File: src/verilog/mctc_pkg.sv
// Shared constants, modes and configuration records of the match/capture timer
package mctc_pkg;

   // Structure sizes
   localparam int unsigned MCTC_W         = 32;
   localparam int unsigned MCTC_NCH       = 4;
   localparam int unsigned MCTC_NDMA      = 2;
   localparam int unsigned MCTC_NPWM      = 3;
   localparam int unsigned MCTC_SELW      = 2;

   // Reset and step values
   localparam logic [31:0] MCTC_CNT_RST   = 32'h0000_0000;
   localparam logic [31:0] MCTC_ONE       = 32'h0000_0001;
   localparam logic [3:0]  MCTC_FLAG_RST  = 4'h0;
   localparam logic [3:0]  MCTC_OUT_RST   = 4'h0;
   localparam logic [1:0]  MCTC_DMA_RST   = 2'h0;

   // Count source: internal clock or an edge of the external count input
   typedef enum logic [1:0] {
      MCTC_SRC_TIMER,
      MCTC_SRC_RISE,
      MCTC_SRC_FALL,
      MCTC_SRC_BOTH
   } mctc_src_t;

   // Action taken on a match output when its match occurs
   typedef enum logic [1:0] {
      MCTC_ACT_NONE,
      MCTC_ACT_LOW,
      MCTC_ACT_HIGH,
      MCTC_ACT_TOGGLE
   } mctc_act_t;

   // Per match channel configuration
   typedef struct packed {
      logic      int_en;
      logic      rst_en;
      logic      stop_en;
      logic      pwm_en;
      logic      shadow_en;
      mctc_act_t act;
   } mctc_mcfg_t;

   // Per capture channel configuration
   typedef struct packed {
      logic rise;
      logic fall;
      logic int_en;
   } mctc_ccfg_t;

   // Clear of counter and prescaler on a chosen capture event
   typedef struct packed {
      logic                 en;
      logic [MCTC_SELW-1:0] sel;
   } mctc_clr_t;

endpackage : mctc_pkg

File: src/verilog/mctc_edge.sv
// Edge detector for a synchronous input with selectable edges
module mctc_edge (
   // Clock and reset
   input  wire logic core_clk,
   input  wire logic resetn,
   // Watched signal and edge selection
   input  wire logic sig,
   input  wire logic rise_en,
   input  wire logic fall_en,
   // One-cycle event
   output logic      ev
);

   logic last;
   logic next_last;

   // Previous sample
   always_comb begin
      next_last = sig;
   end

   always_ff @(posedge core_clk or negedge resetn) begin
      if (!resetn) begin
         last <= 1'b0;
      end else begin
         last <= next_last;
      end
   end

   // Selected transitions
   assign ev = (rise_en && sig && !last) || (fall_en && !sig && last);

endmodule : mctc_edge

File: src/verilog/mctc_match_reg.sv
// Match value holder with optional shadow reload
module mctc_match_reg (
   // Clock and reset
   input  wire logic        core_clk,
   input  wire logic        resetn,
   // Programmed value and reload control
   input  wire logic        shadow_en,
   input  wire logic        load,
   input  wire logic [31:0] wr_val,
   // Value in use by the comparator
   output logic [31:0]      active
);

   logic [31:0] next_active;

   // Follow directly, or only on load (period boundary or counter stopped) when shadowed
   always_comb begin
      next_active = active;
      if (!shadow_en || load) begin
         next_active = wr_val;
      end
   end

   always_ff @(posedge core_clk or negedge resetn) begin
      if (!resetn) begin
         active <= mctc_pkg::MCTC_CNT_RST;
      end else begin
         active <= next_active;
      end
   end
endmodule : mctc_match_reg

File: src/verilog/mctc_timer.sv
// Match/capture timer-counter with prescaler, PWM and DMA requests
//
// Notes on behaviour
// - 32-bit counter advances through a 32-bit programmable prescaler.
// - Timer mode counts core clocks; counter mode counts external input edges.
// - A capture input transition copies the count into its capture register.
// - Capture events can raise an interrupt when enabled per channel.
// - Four match comparisons; continuous mode keeps counting, optional interrupt.
// - Stop-on-match halts the counter, optional interrupt.
// - Reset-on-match returns the counter to zero, optional interrupt.
// - PWM match values pass through shadow registers, reloaded at period start.
// - Match outputs go low, high, toggle or hold on their match.
// - Matches 0 and 1 can issue timed DMA requests.
// - A chosen capture event clears counter and prescaler.
// - Channels 0 to 2 give single-edge PWM, channel 3 sets the period.
module mctc_timer (
   // Clock and reset
   input  wire logic                    core_clk,
   input  wire logic                    resetn,
   // Run control
   input  wire logic                    run,
   input  wire logic                    start,
   input  wire logic                    sw_clear,
   // Count source
   input  wire mctc_pkg::mctc_src_t     src_mode,
   input  wire logic                    count_in,
   input  wire logic [31:0]             prescale,
   // Match channels
   input  wire logic [3:0][31:0]        match_val,
   input  wire mctc_pkg::mctc_mcfg_t [3:0] match_cfg,
   input  wire logic [3:0]              match_clr,
   input  wire logic [1:0]              dma_en,
   // Capture channels
   input  wire logic [3:0]              cap_in,
   input  wire mctc_pkg::mctc_ccfg_t [3:0] cap_cfg,
   input  wire logic [3:0]              cap_clr,
   input  wire mctc_pkg::mctc_clr_t     clr_cfg,
   // Counter state
   output logic [31:0]                  count,
   output logic [31:0]                  pre_count,
   output logic                         halted,
   // Capture results
   output logic [3:0][31:0]             cap_val,
   output logic [3:0]                   cap_flag,
   // Match results
   output logic [3:0]                   match_flag,
   output logic [3:0]                   match_out,
   output logic [1:0]                   dma_req,
   output logic                         irq
);

   ////////////////////////////////////////////////////////////////////////////
   // Event sources

   logic             src_edge;
   logic             src_ev;
   logic [3:0]       cap_ev;
   logic [3:0][31:0] mval;
   logic             load;

   // External count edges
   mctc_edge u_src_edge (
      .core_clk (core_clk),
      .resetn   (resetn),
      .sig      (count_in),
      .rise_en  (src_mode == mctc_pkg::MCTC_SRC_RISE || src_mode == mctc_pkg::MCTC_SRC_BOTH),
      .fall_en  (src_mode == mctc_pkg::MCTC_SRC_FALL || src_mode == mctc_pkg::MCTC_SRC_BOTH),
      .ev       (src_edge)
   );

   // Timer mode steps every clock, counter mode on input edges
   assign src_ev = (src_mode == mctc_pkg::MCTC_SRC_TIMER) ? 1'b1 : src_edge;

   // Per channel capture detectors and match holders
   for (genvar g = 0; g < mctc_pkg::MCTC_NCH; g++) begin : g_ch
      mctc_edge u_cap_edge (
         .core_clk (core_clk),
         .resetn   (resetn),
         .sig      (cap_in[g]),
         .rise_en  (cap_cfg[g].rise),
         .fall_en  (cap_cfg[g].fall),
         .ev       (cap_ev[g])
      );
      mctc_match_reg u_match (
         .core_clk  (core_clk),
         .resetn    (resetn),
         .shadow_en (match_cfg[g].shadow_en),
         .load      (load),
         .wr_val    (match_val[g]),
         .active    (mval[g])
      );
   end

   ////////////////////////////////////////////////////////////////////////////
   // Step and match decode

   logic        clr_any;
   logic        tick;
   logic        inc;
   logic        wrap;
   logic [31:0] after_inc;
   logic [3:0]  rst_hit;
   logic [3:0]  hit;
   logic        stop_hit;

   assign clr_any = sw_clear || (clr_cfg.en && cap_ev[clr_cfg.sel]);
   assign tick    = run && !halted && src_ev && !clr_any;
   assign inc     = tick && (pre_count == prescale);

   // Reset-on-match acts on the step after the count sits on the match
   always_comb begin
      rst_hit = 4'h0;
      for (int i = 0; i < mctc_pkg::MCTC_NCH; i++) begin
         rst_hit[i] = match_cfg[i].rst_en && (count == mval[i]);
      end
   end

   assign wrap      = inc && (|rst_hit);
   assign after_inc = wrap ? mctc_pkg::MCTC_CNT_RST : count + mctc_pkg::MCTC_ONE;
   assign load      = wrap || !run || halted;

   // Comparison on the value produced by each step
   always_comb begin
      hit      = 4'h0;
      stop_hit = 1'b0;
      for (int i = 0; i < mctc_pkg::MCTC_NCH; i++) begin
         hit[i]   = inc && (after_inc == mval[i]);
         stop_hit = stop_hit || (hit[i] && match_cfg[i].stop_en);
      end
   end

   ////////////////////////////////////////////////////////////////////////////
   // Counter and prescaler

   logic [31:0] next_count;
   logic [31:0] next_pre_count;
   logic        next_halted;

   // Clear has priority over stepping
   always_comb begin
      next_count     = count;
      next_pre_count = pre_count;
      next_halted    = halted;
      if (clr_any) begin
         next_count     = mctc_pkg::MCTC_CNT_RST;
         next_pre_count = mctc_pkg::MCTC_CNT_RST;
      end else if (inc) begin
         next_count     = after_inc;
         next_pre_count = mctc_pkg::MCTC_CNT_RST;
      end else if (tick) begin
         next_pre_count = pre_count + mctc_pkg::MCTC_ONE;
      end
      if (stop_hit) begin
         next_halted = 1'b1;
      end else if (start) begin
         next_halted = 1'b0;
      end
   end

   always_ff @(posedge core_clk or negedge resetn) begin
      if (!resetn) begin
         count     <= mctc_pkg::MCTC_CNT_RST;
         pre_count <= mctc_pkg::MCTC_CNT_RST;
         halted    <= 1'b0;
      end else begin
         count     <= next_count;
         pre_count <= next_pre_count;
         halted    <= next_halted;
      end
   end

   ////////////////////////////////////////////////////////////////////////////
   // Captures, flags and interrupt

   logic [3:0][31:0] next_cap_val;
   logic [3:0]       next_cap_flag;
   logic [3:0]       next_match_flag;
   logic             next_irq;

   // Sticky flags: a new event beats a clear in the same cycle
   always_comb begin
      next_cap_val    = cap_val;
      next_cap_flag   = (cap_flag & ~cap_clr) | cap_ev;
      next_match_flag = (match_flag & ~match_clr) | hit;
      next_irq        = 1'b0;
      for (int i = 0; i < mctc_pkg::MCTC_NCH; i++) begin
         if (cap_ev[i]) begin
            next_cap_val[i] = count;
         end
         if ((cap_flag[i] && cap_cfg[i].int_en) || (match_flag[i] && match_cfg[i].int_en)) begin
            next_irq = 1'b1;
         end
      end
   end

   always_ff @(posedge core_clk or negedge resetn) begin
      if (!resetn) begin
         cap_val    <= '0;
         cap_flag   <= mctc_pkg::MCTC_FLAG_RST;
         match_flag <= mctc_pkg::MCTC_FLAG_RST;
         irq        <= 1'b0;
      end else begin
         cap_val    <= next_cap_val;
         cap_flag   <= next_cap_flag;
         match_flag <= next_match_flag;
         irq        <= next_irq;
      end
   end

   ////////////////////////////////////////////////////////////////////////////
   // Match outputs and DMA requests

   logic [3:0] next_match_out;
   logic [1:0] next_dma_req;

   // PWM channels drop at period start and rise on their match
   always_comb begin
      next_match_out = match_out;
      next_dma_req   = mctc_pkg::MCTC_DMA_RST;
      for (int i = 0; i < mctc_pkg::MCTC_NCH; i++) begin
         if (match_cfg[i].pwm_en && i < mctc_pkg::MCTC_NPWM) begin
            if (wrap) begin
               next_match_out[i] = 1'b0;
            end
            if (hit[i]) begin
               next_match_out[i] = 1'b1;
            end
         end else if (hit[i]) begin
            case (match_cfg[i].act)
               mctc_pkg::MCTC_ACT_LOW:    next_match_out[i] = 1'b0;
               mctc_pkg::MCTC_ACT_HIGH:   next_match_out[i] = 1'b1;
               mctc_pkg::MCTC_ACT_TOGGLE: next_match_out[i] = !match_out[i];
               default:                   next_match_out[i] = match_out[i];
            endcase
         end
      end
      for (int i = 0; i < mctc_pkg::MCTC_NDMA; i++) begin
         next_dma_req[i] = hit[i] && dma_en[i];
      end
   end

   always_ff @(posedge core_clk or negedge resetn) begin
      if (!resetn) begin
         match_out <= mctc_pkg::MCTC_OUT_RST;
         dma_req   <= mctc_pkg::MCTC_DMA_RST;
      end else begin
         match_out <= next_match_out;
         dma_req   <= next_dma_req;
      end
   end
endmodule : mctc_timer

File: config.mk
export PLATFORM = sky130hd
export DESIGN_NAME = mctc_timer
export DESIGN_NICKNAME = d
export VERILOG_FILES = /design/src/verilog/mctc_pkg.sv /design/src/verilog/mctc_edge.sv /design/src/verilog/mctc_match_reg.sv /design/src/verilog/mctc_timer.sv
export SDC_FILE = /design/constraint.sdc
export NUM_CORES = 1
export LEC_CHECK = 0
export ABC_AREA = 1
export BUFFER_PORTS_ARGS = -buffer_cell sky130_fd_sc_hd__clkbuf_2
export CAP_MARGIN = 30
export CORE_ASPECT_RATIO = 1.25
export CORE_MARGIN = 2
export CORE_UTILIZATION = 47
export DETAILED_ROUTE_END_ITERATION = 6
export GPL_TIMING_DRIVEN = 1
export MAX_ROUTING_LAYER = met4
export PLACE_DENSITY = 0.74
export SYNTH_ARGS = -nofsm -noshare
export SYNTH_HDL_FRONTEND = slang
export SYNTH_HIERARCHICAL = 1
export SYNTH_SLANG_ARGS = --single-unit
File: constraint.sdc
create_clock -name core_clk -period 4.05 [get_ports core_clk]
set_input_delay 0.81 -clock core_clk [delete_from_list [all_inputs] [get_ports core_clk]]
set_output_delay 0.81 -clock core_clk [all_outputs]
set_load 0.02 [all_outputs]
==> summary.md, run 1 <==
| Metric | Value |
|---|---|
| Initial antenna violation count | 3 |
| Sequential power share | 42.5% |
| Fin crit share | 96.7% |
| Iteration-0 DRC Markers | ~2,600 |
| Setup crit start kind | register |
| Fin util | between 60% and 70% |
| Pwr dens | 350 nW/um^2 |
| I/O pin total | 433 |
| Switching pwr | 3.03 mW |
| Initial Util | 47.6% |
| Sequential-to-total area share from yosys stat | 40.8% |
| Clk_lat worst skew | 580 ps |
| Setup repair after global routing missed its margin | no |
| Max-slew headroom | 44.6% |
| Hold Crit Class | in -> async |
| Largest net degree at the start of global routing | 100 |
| Most frequent cells in the layout | nand2_1 (962), clkbuf_2 (430), nor2_1 (419) |
| Number of H-tree levels | 2 |
| GPL Wtd Cong | 1.20 |
| Internal Power | 6.56 mW |
| Die H | ~240 um |
| Dpl ws | -207 ps |
| Ranking of synthesized cells by area | dfrtp_1 (41%), nand2_1 (17%), nor2_1 (7.6%) |
| Layout cells sized above 1 | 25.9% |
| Type of the worst setup path | reg -> reg |
| Cts hold-fix bufs | 0 |
| Combinational power share | 20.0% |
| Clock skew | approximately 26 ps |
| Core Area | 44,000 sq um |
| Die X | 193 um |
| Antenna-violating nets left | 0 |
| Vias in the first global route | 22,700 |
| Post-synth EDFFs | 0 |
| Clock Sinks | 341 |
| CP cell instances | inv_2, buf_12, nand2_1, nand2_1, nor2_1, nand2_1, nor2_1, nand3_1, nor2_1, nor2_1, nand2_1, nand2_4, buf_4, nand2_1, buf_4, nand2_1, nand2_1, nand2_1, nor2_1, nand2_1, nor2_1, nand3_1, buf_4, o21ai_0 |
| Fmax | 0.255 GHz |
| Net Sw Frac | 31.6% |
| DRT Pass-1 Iters | 6 |
| Final Critical Period | 3910 ps |
| Final wirelength | 100 mm |
| CP peak stage delay | 620 ps |
| Most common cell after layout, fill and taps aside | nand2_1 |
| Final Cell Area | 27,400 sq um |
| Max-slew violation count | 0 |
| Via density per instance | 5.59 |
| Unique masters post-synth | 49 |
| Final setup fails | 0 |
| Layout area overhead | 30.9% |
| Final #Nets | 3,930 |
| Worst EP arrival | roughly 4400 ps |
| Final Hold Fails | 0 |
| Post-synth top area share | 40.8% |
| Syn Area/Cell | 6.97 sq um |
| Max VDD drop | 0.428 mV |
| CP max FO | 10 |
| MaxCap Viol Count | 0 |
| Setup bufs post-CTS | 0 |
| Crit path max-delay cell type | dfrtp_1 |
| Grt ovf | 0 |
| Final worst setup slack | 135 ps |
| CTS root buf | clkbuf_16 |
| Wire per inst | ~23 um |
| TritonCTS clock tree | built |
| Vias | 24,000 |
| Status | finished clean |
| P_leak | 14.6 nW |
| Worst-Margin Slew | 831 ps |
| Total GRT Usage | between 40% and 50% |
| Pwr Total | 9.59 mW |
| Clock share of power | a little under two fifths |
| Net Count, Synth | 3,234 |
| Clock-pin slew on the worst setup and hold paths | 60 ps |
| Biggest area consumer among synthesized cells | dfrtp_1 |
| # DRC | 0 |
| Most Frequent Cell on Critical Path | nand2_1 |
| Placed Instances | between 4,000 and 5,000 |
| Die area | 46,200 sq um |
| Dpl cell area | approximately 26,000 sq um |
| CTS Buffer Depth | 3 |
| Clock buffer count from CTS | 36 |
| HPWL after DPL | roughly 78 mm |
| FF+latch count, synth | approximately 340 |
| Reg-to-reg slack, setup | ~140 ps |
| Post-Syn Instances | 3,005 |
| CP Data Required Time | 4510 ps |
| # port buffers | 431 |
| Ys Warns | 6 |
| # rows | 86 |
| Post-Syn Area | 20,900 sq um |
| Top FF cell, synth | dfrtp_1 |
| Final cell count without fillers | 4,302 |
| Crit. End Element | register |
| Async S/R FF share, synth | 100% |
| Global-route wire length before repair | 143 mm |
power by group through the flow:
stage / clock, mW / sequential [mW] / combinational [mW]
6_report: 3.60 / 4.08 / 1.92
5_1_grt: 3.78 / 4.10 / 2.12
4_1_cts: 3.63 / 4.06 / 1.90
3_5_place_dp: 0 / 4.12 / 1.89
3_3_place_gp: 0 / 4.11 / 1.86
2_1_floorplan: 0 / 4.28 / 0.864
synthesized netlist by cell type, types with 2 or more instances:
cell type    n
a211oi_1     2
nand3_1    304
nand3b_1    17
o211ai_1     3
ha_1         4
buf_1       14
nand4_1     50
o21bai_1     4
nand2_8      4
buf_6       19
a21oi_1    161
nand2_4      2
buf_12       4
inv_4        4
nor3b_1      8
inv_1      221
inv_2       30
a221oi_1     2
nor3_1      32
or2_1        2
and2_0       2
o22ai_1     38
or2_0        2
nand3_2      3
xnor2_1     38
or2_2        5
o21ai_0     71
dfrtp_1    341
nand2_1    968
clkbuf_8    12
nor4_1       2
nand2_2     51
buf_2       31
clkbuf_1    25
xor2_1      55
nor2_2       5
buf_4       23
nor2_4       2
and2_1       2
o21ai_1     12
nor2_1     421
nor3_2       2
cell families after synthesis:
| logic type | Yosys count | share of synthesized area, % |
|---|---|---|
| xor gates and xnor gates | 93 | 3.89 |
| DFF | 341 | 40.8 |
| adders and majority gates | 4 | 0.239 |
| buffers and inverters | 383 | 9.08 |
| and+or+nand+nor | 1887 | 38.5 |
| AOI/OAI and AO/OA | 297 | 7.56 |
area by class of cell:
class | instances | area, sq um
Fill cell | 4178 | 16600
Multi-Input combinational cell | 2281 | 10500
Sequential cell | 341 | 8540
Timing Repair Buffer | 786 | 5360
Clock buffer | 49 | 1040
Inverter | 255 | 975
Tap cell | 572 | 716
Clock inverter | 15 | 236
Antenna cell | 3 | 7.51
registers in the layout (all words and copies together) (netlist names), 4 cells and up:
signal and cells:
cap_val 128, g_ch.u_match/active 128, count 32, pre_count 32, cap_flag 4, g_ch.u_cap_edge/last 4, match_flag 4, match_out 4
critical path: cells and delay by family, from the launching register on:
kind	cells	cell delay, ps
buffers and inverters	5	870
AOI/OAI and AO/OA	1	100
and+or+nand+nor	18	2190
DFF	1	620
per-layer routing:
metal / vias up / share of wire, % / global-route usage, %
li1: 11000 / - / -
met1: 11100 / 36 / 51.5
met2: 1463 / 44 / 65.8
met3: 481 / 11 / 11.2
met4: 0 / 9.3 / 33.8
met5: - / 0 / -
stage by stage:
stage	hold WS, ps	TNS [ps]
3_3_place_gp	502	-410
6_report	284	0
2_1_floorplan	499	0
3_5_place_dp	512	-661
4_1_cts	322	0
5_1_grt	348	0
path summary, 6_finish.rpt:
path / start / endpoint / cells after the start
setup / recovery: count[30] / match_flag[0] / 24
hold / removal: resetn / g_ch[2].u_match/active[3] / 1
setup reg to reg: count[30] / match_flag[0] / 24
hold reg to reg: cap_val[80] / cap_val[80] / 2
max in group asynchronous: resetn / cap_val[12] / 2
min in group core_clk: cap_in[3] / g_ch[3].u_cap_edge/last / 1
repair_timing:
| item | in CTS | in global routing |
|---|---|---|
| resized for setup | 0 | 12 |
| endpoints found under the setup margin | 0 | 10 |
| endpoints found under the hold margin | 0 | 0 |
Note: power is estimated with default switching activity, not from simulation.
==> inputs of run 2 (changes only) <==
==> constraint.sdc (replaced) <==
create_clock -name core_clk -period 4.8 [get_ports core_clk]
set_input_delay 0.48 -clock core_clk [delete_from_list [all_inputs] [get_ports core_clk]]
set_output_delay 0.48 -clock core_clk [all_outputs]
set_load 0.02 [all_outputs]
==> summary.md, run 2 (synthesized netlist as in run 1, its figures left out) <==
| Metric | Value |
|---|---|
| Status | finished clean |
| CTS Buffer Depth | 3 |
| # fillers | 4,302 |
| Global-route wire length before repair | approximately 140 mm |
| R2r startpoint | count[23] |
| Switching pwr | 2.54 mW |
| Initial Util | 47.6% |
| Die H | 240 um |
| Internal Power | 5.32 mW |
| Vias in the first global route | 21,900 |
| CP max FO | slightly above 40 |
| Vias | 23,300 |
| Clock Sinks | 341 |
| Grt ovf | 0 |
| R2R cell count | 21 |
| Final wirelength | 101 mm |
| Most frequent cells in the layout | nand2_1 (964), clkbuf_2 (430), nor2_1 (421) |
| DRT Pass-1 Iters | 6 |
| WHS | between 50 and 60 ps |
| HPWL after DPL | a little under 80 mm |
| Setup repair after global routing missed its margin | no |
| Die X | 193 um |
| Crit. End Element | register |
| Layout area overhead | 23.2% |
| Biggest regs | cap_val: 128 flops, g_ch.u_match/active: 128 flops |
| Net Sw Frac | 32.3% |
| Fin crit share | 91.1% |
| Hold Crit Class | in -> reg |
| Worst-Margin Slew | 839 ps |
| Reg-to-reg slack, setup | 430 ps |
| Clock-pin slew on the worst setup and hold paths | 60 ps |
| Number of H-tree levels | 2 |
| Combinational power share | 19.8% |
| Pwr dens | 305 nW/um^2 |
| CTS root buf | clkbuf_16 |
| Antenna-violating nets left | 0 |
| MaxCap Viol Count | 0 |
| Fin Setup TNS | 0 ps |
| Via density per instance | ~5.6 |
| Worst EP arrival | 4870 ps |
| Max-slew violation count | 0 |
| # DRC | 0 |
| Origin of the worst setup path | count[23] |
| Type of the worst setup path | reg -> reg |
| Final Critical Period | 4370 ps |
| Setup bufs post-CTS | 0 |
| Total GRT Usage | 44.7% |
| I/O pin total | 433 |
| Sequential power share | between 40% and 50% |
| Fmax | 0.229 GHz |
| Wire per inst | 24.4 um |
| Clock share of power | 36.4% |
| GPL Wtd Cong | 1.14 |
| P_leak | about 14 nW |
| Initial antenna violation count | 2 |
| Pwr Total | 7.86 mW |
| CP Data Required Time | 5300 ps |
| Largest net degree at the start of global routing | 108 |
| Min-delay src | cap_in[3] |
| Clock buffer count from CTS | 36 |
| Setup crit start kind | register |
| Most common cell after layout, fill and taps aside | nand2_1 |
| FF-to-FF End | match_out[3] |
| Final #Nets | about 3,800 |
| TritonCTS clock tree | built |
| # port buffers | 431 |
| # rows | 86 |
| Area of the multi-input gates | 10,500 sq um |
| Max-slew headroom | 44.0% |
| Final Hold Fails | 0 |
| WHS Endpoint | g_ch[3].u_cap_edge/last |
| Iteration-0 DRC Markers | ~2,600 |
| Layout cells sized above 1 | 22.4% |
| Final setup fails | 0 |
| Die area | 46,200 sq um |
| Worst hold stages | 1 |
| Fin util | a little under 60% |
| Clk_lat worst skew | 570 ps |
| Register area | 8530 sq um |
| Max VDD drop | 0.310 mV |
| Core Area | 44,000 sq um |
| Clock skew | 20.3 ps |
==> run 2: power groups by stage <==
| stage | clock network (mW) | registers [mW] | logic, mW |
|---|---|---|---|
| 3_5_place_dp | 0 | 3.48 | 1.53 |
| 6_report | 2.86 | 3.44 | 1.55 |
| 2_1_floorplan | 0 | 3.61 | 0.729 |
| 4_1_cts | 2.89 | 3.43 | 1.54 |
| 3_3_place_gp | 0 | 3.47 | 1.51 |
| 5_1_grt | 3.02 | 3.47 | 1.72 |
==> run 2: layer usage <==
metal / wire length, um / up-vias / part of all wire, % / GRT usage, %
met1: 37500 / 10800 / 37 / 53.4
li1: - / 10700 / - / -
met4: 8610 / 0 / 8.5 / 30.8
met2: 45100 / 1361 / 45 / 67.5
met3: 9730 / 406 / 9.6 / 9.33
met5: 0 / - / 0 / -
==> run 2: final cells by class <==
cell class / instances / area share, %
multi-input cells: 2281 / 40.8
repair buffers: 630 / 15.0
flip-flops and latches: 341 / 33.1
clock inverters: 15 / 0.699
well taps: 572 / 2.78
diodes: 3 / 0.0291
clock buffers: 46 / 3.87
inverters: 255 / 3.75
==> run 2: per-stage QoR <==
stage	cell area, sq um	setup slack (ps)	instances
after floorplan	20900	1790	3005
after global placement	24600	724	4077
after detailed placement	24600	711	4077
after CTS	25700	717	4139
after global routing	25800	243	4142
final	25800	429	4143
==> run 2: how the worst max path moves through the flow <==
stage	end	slack (ps)	cells after the start
final	match_out[3]	430	21
after global routing	halted	240	21
after CTS	match_out[2]	720	23
after detailed placement	match_out[2]	710	23
after global placement	match_out[2]	720	25
after floorplan	match_out[1]	1790	20
==> run 2: critical path, stage by stage (launching register included) <==
cell and delay, ps:
dfrtp_1 700, inv_2 300, buf_4 260, nand2_1 90, nand2_1 80, nor2_1 90
nand2_1 50, nor2_1 110, nand3_1 90, nor2_1 300, nor2_1 90, nand2_1 160
nand2_4 250, buf_12 270, nand2_4 220, xor2_1 200, nand4_1 100, nor2_1 120
nand2_1 310, nor2_2 300, a21oi_1 90, nor2_1 90
==> run 2: timing repair <==
item | CTS | global route
hold buffers | 1 | 0
gates resized for setup | 0 | 0
hold endpoints to repair | 73 | 0
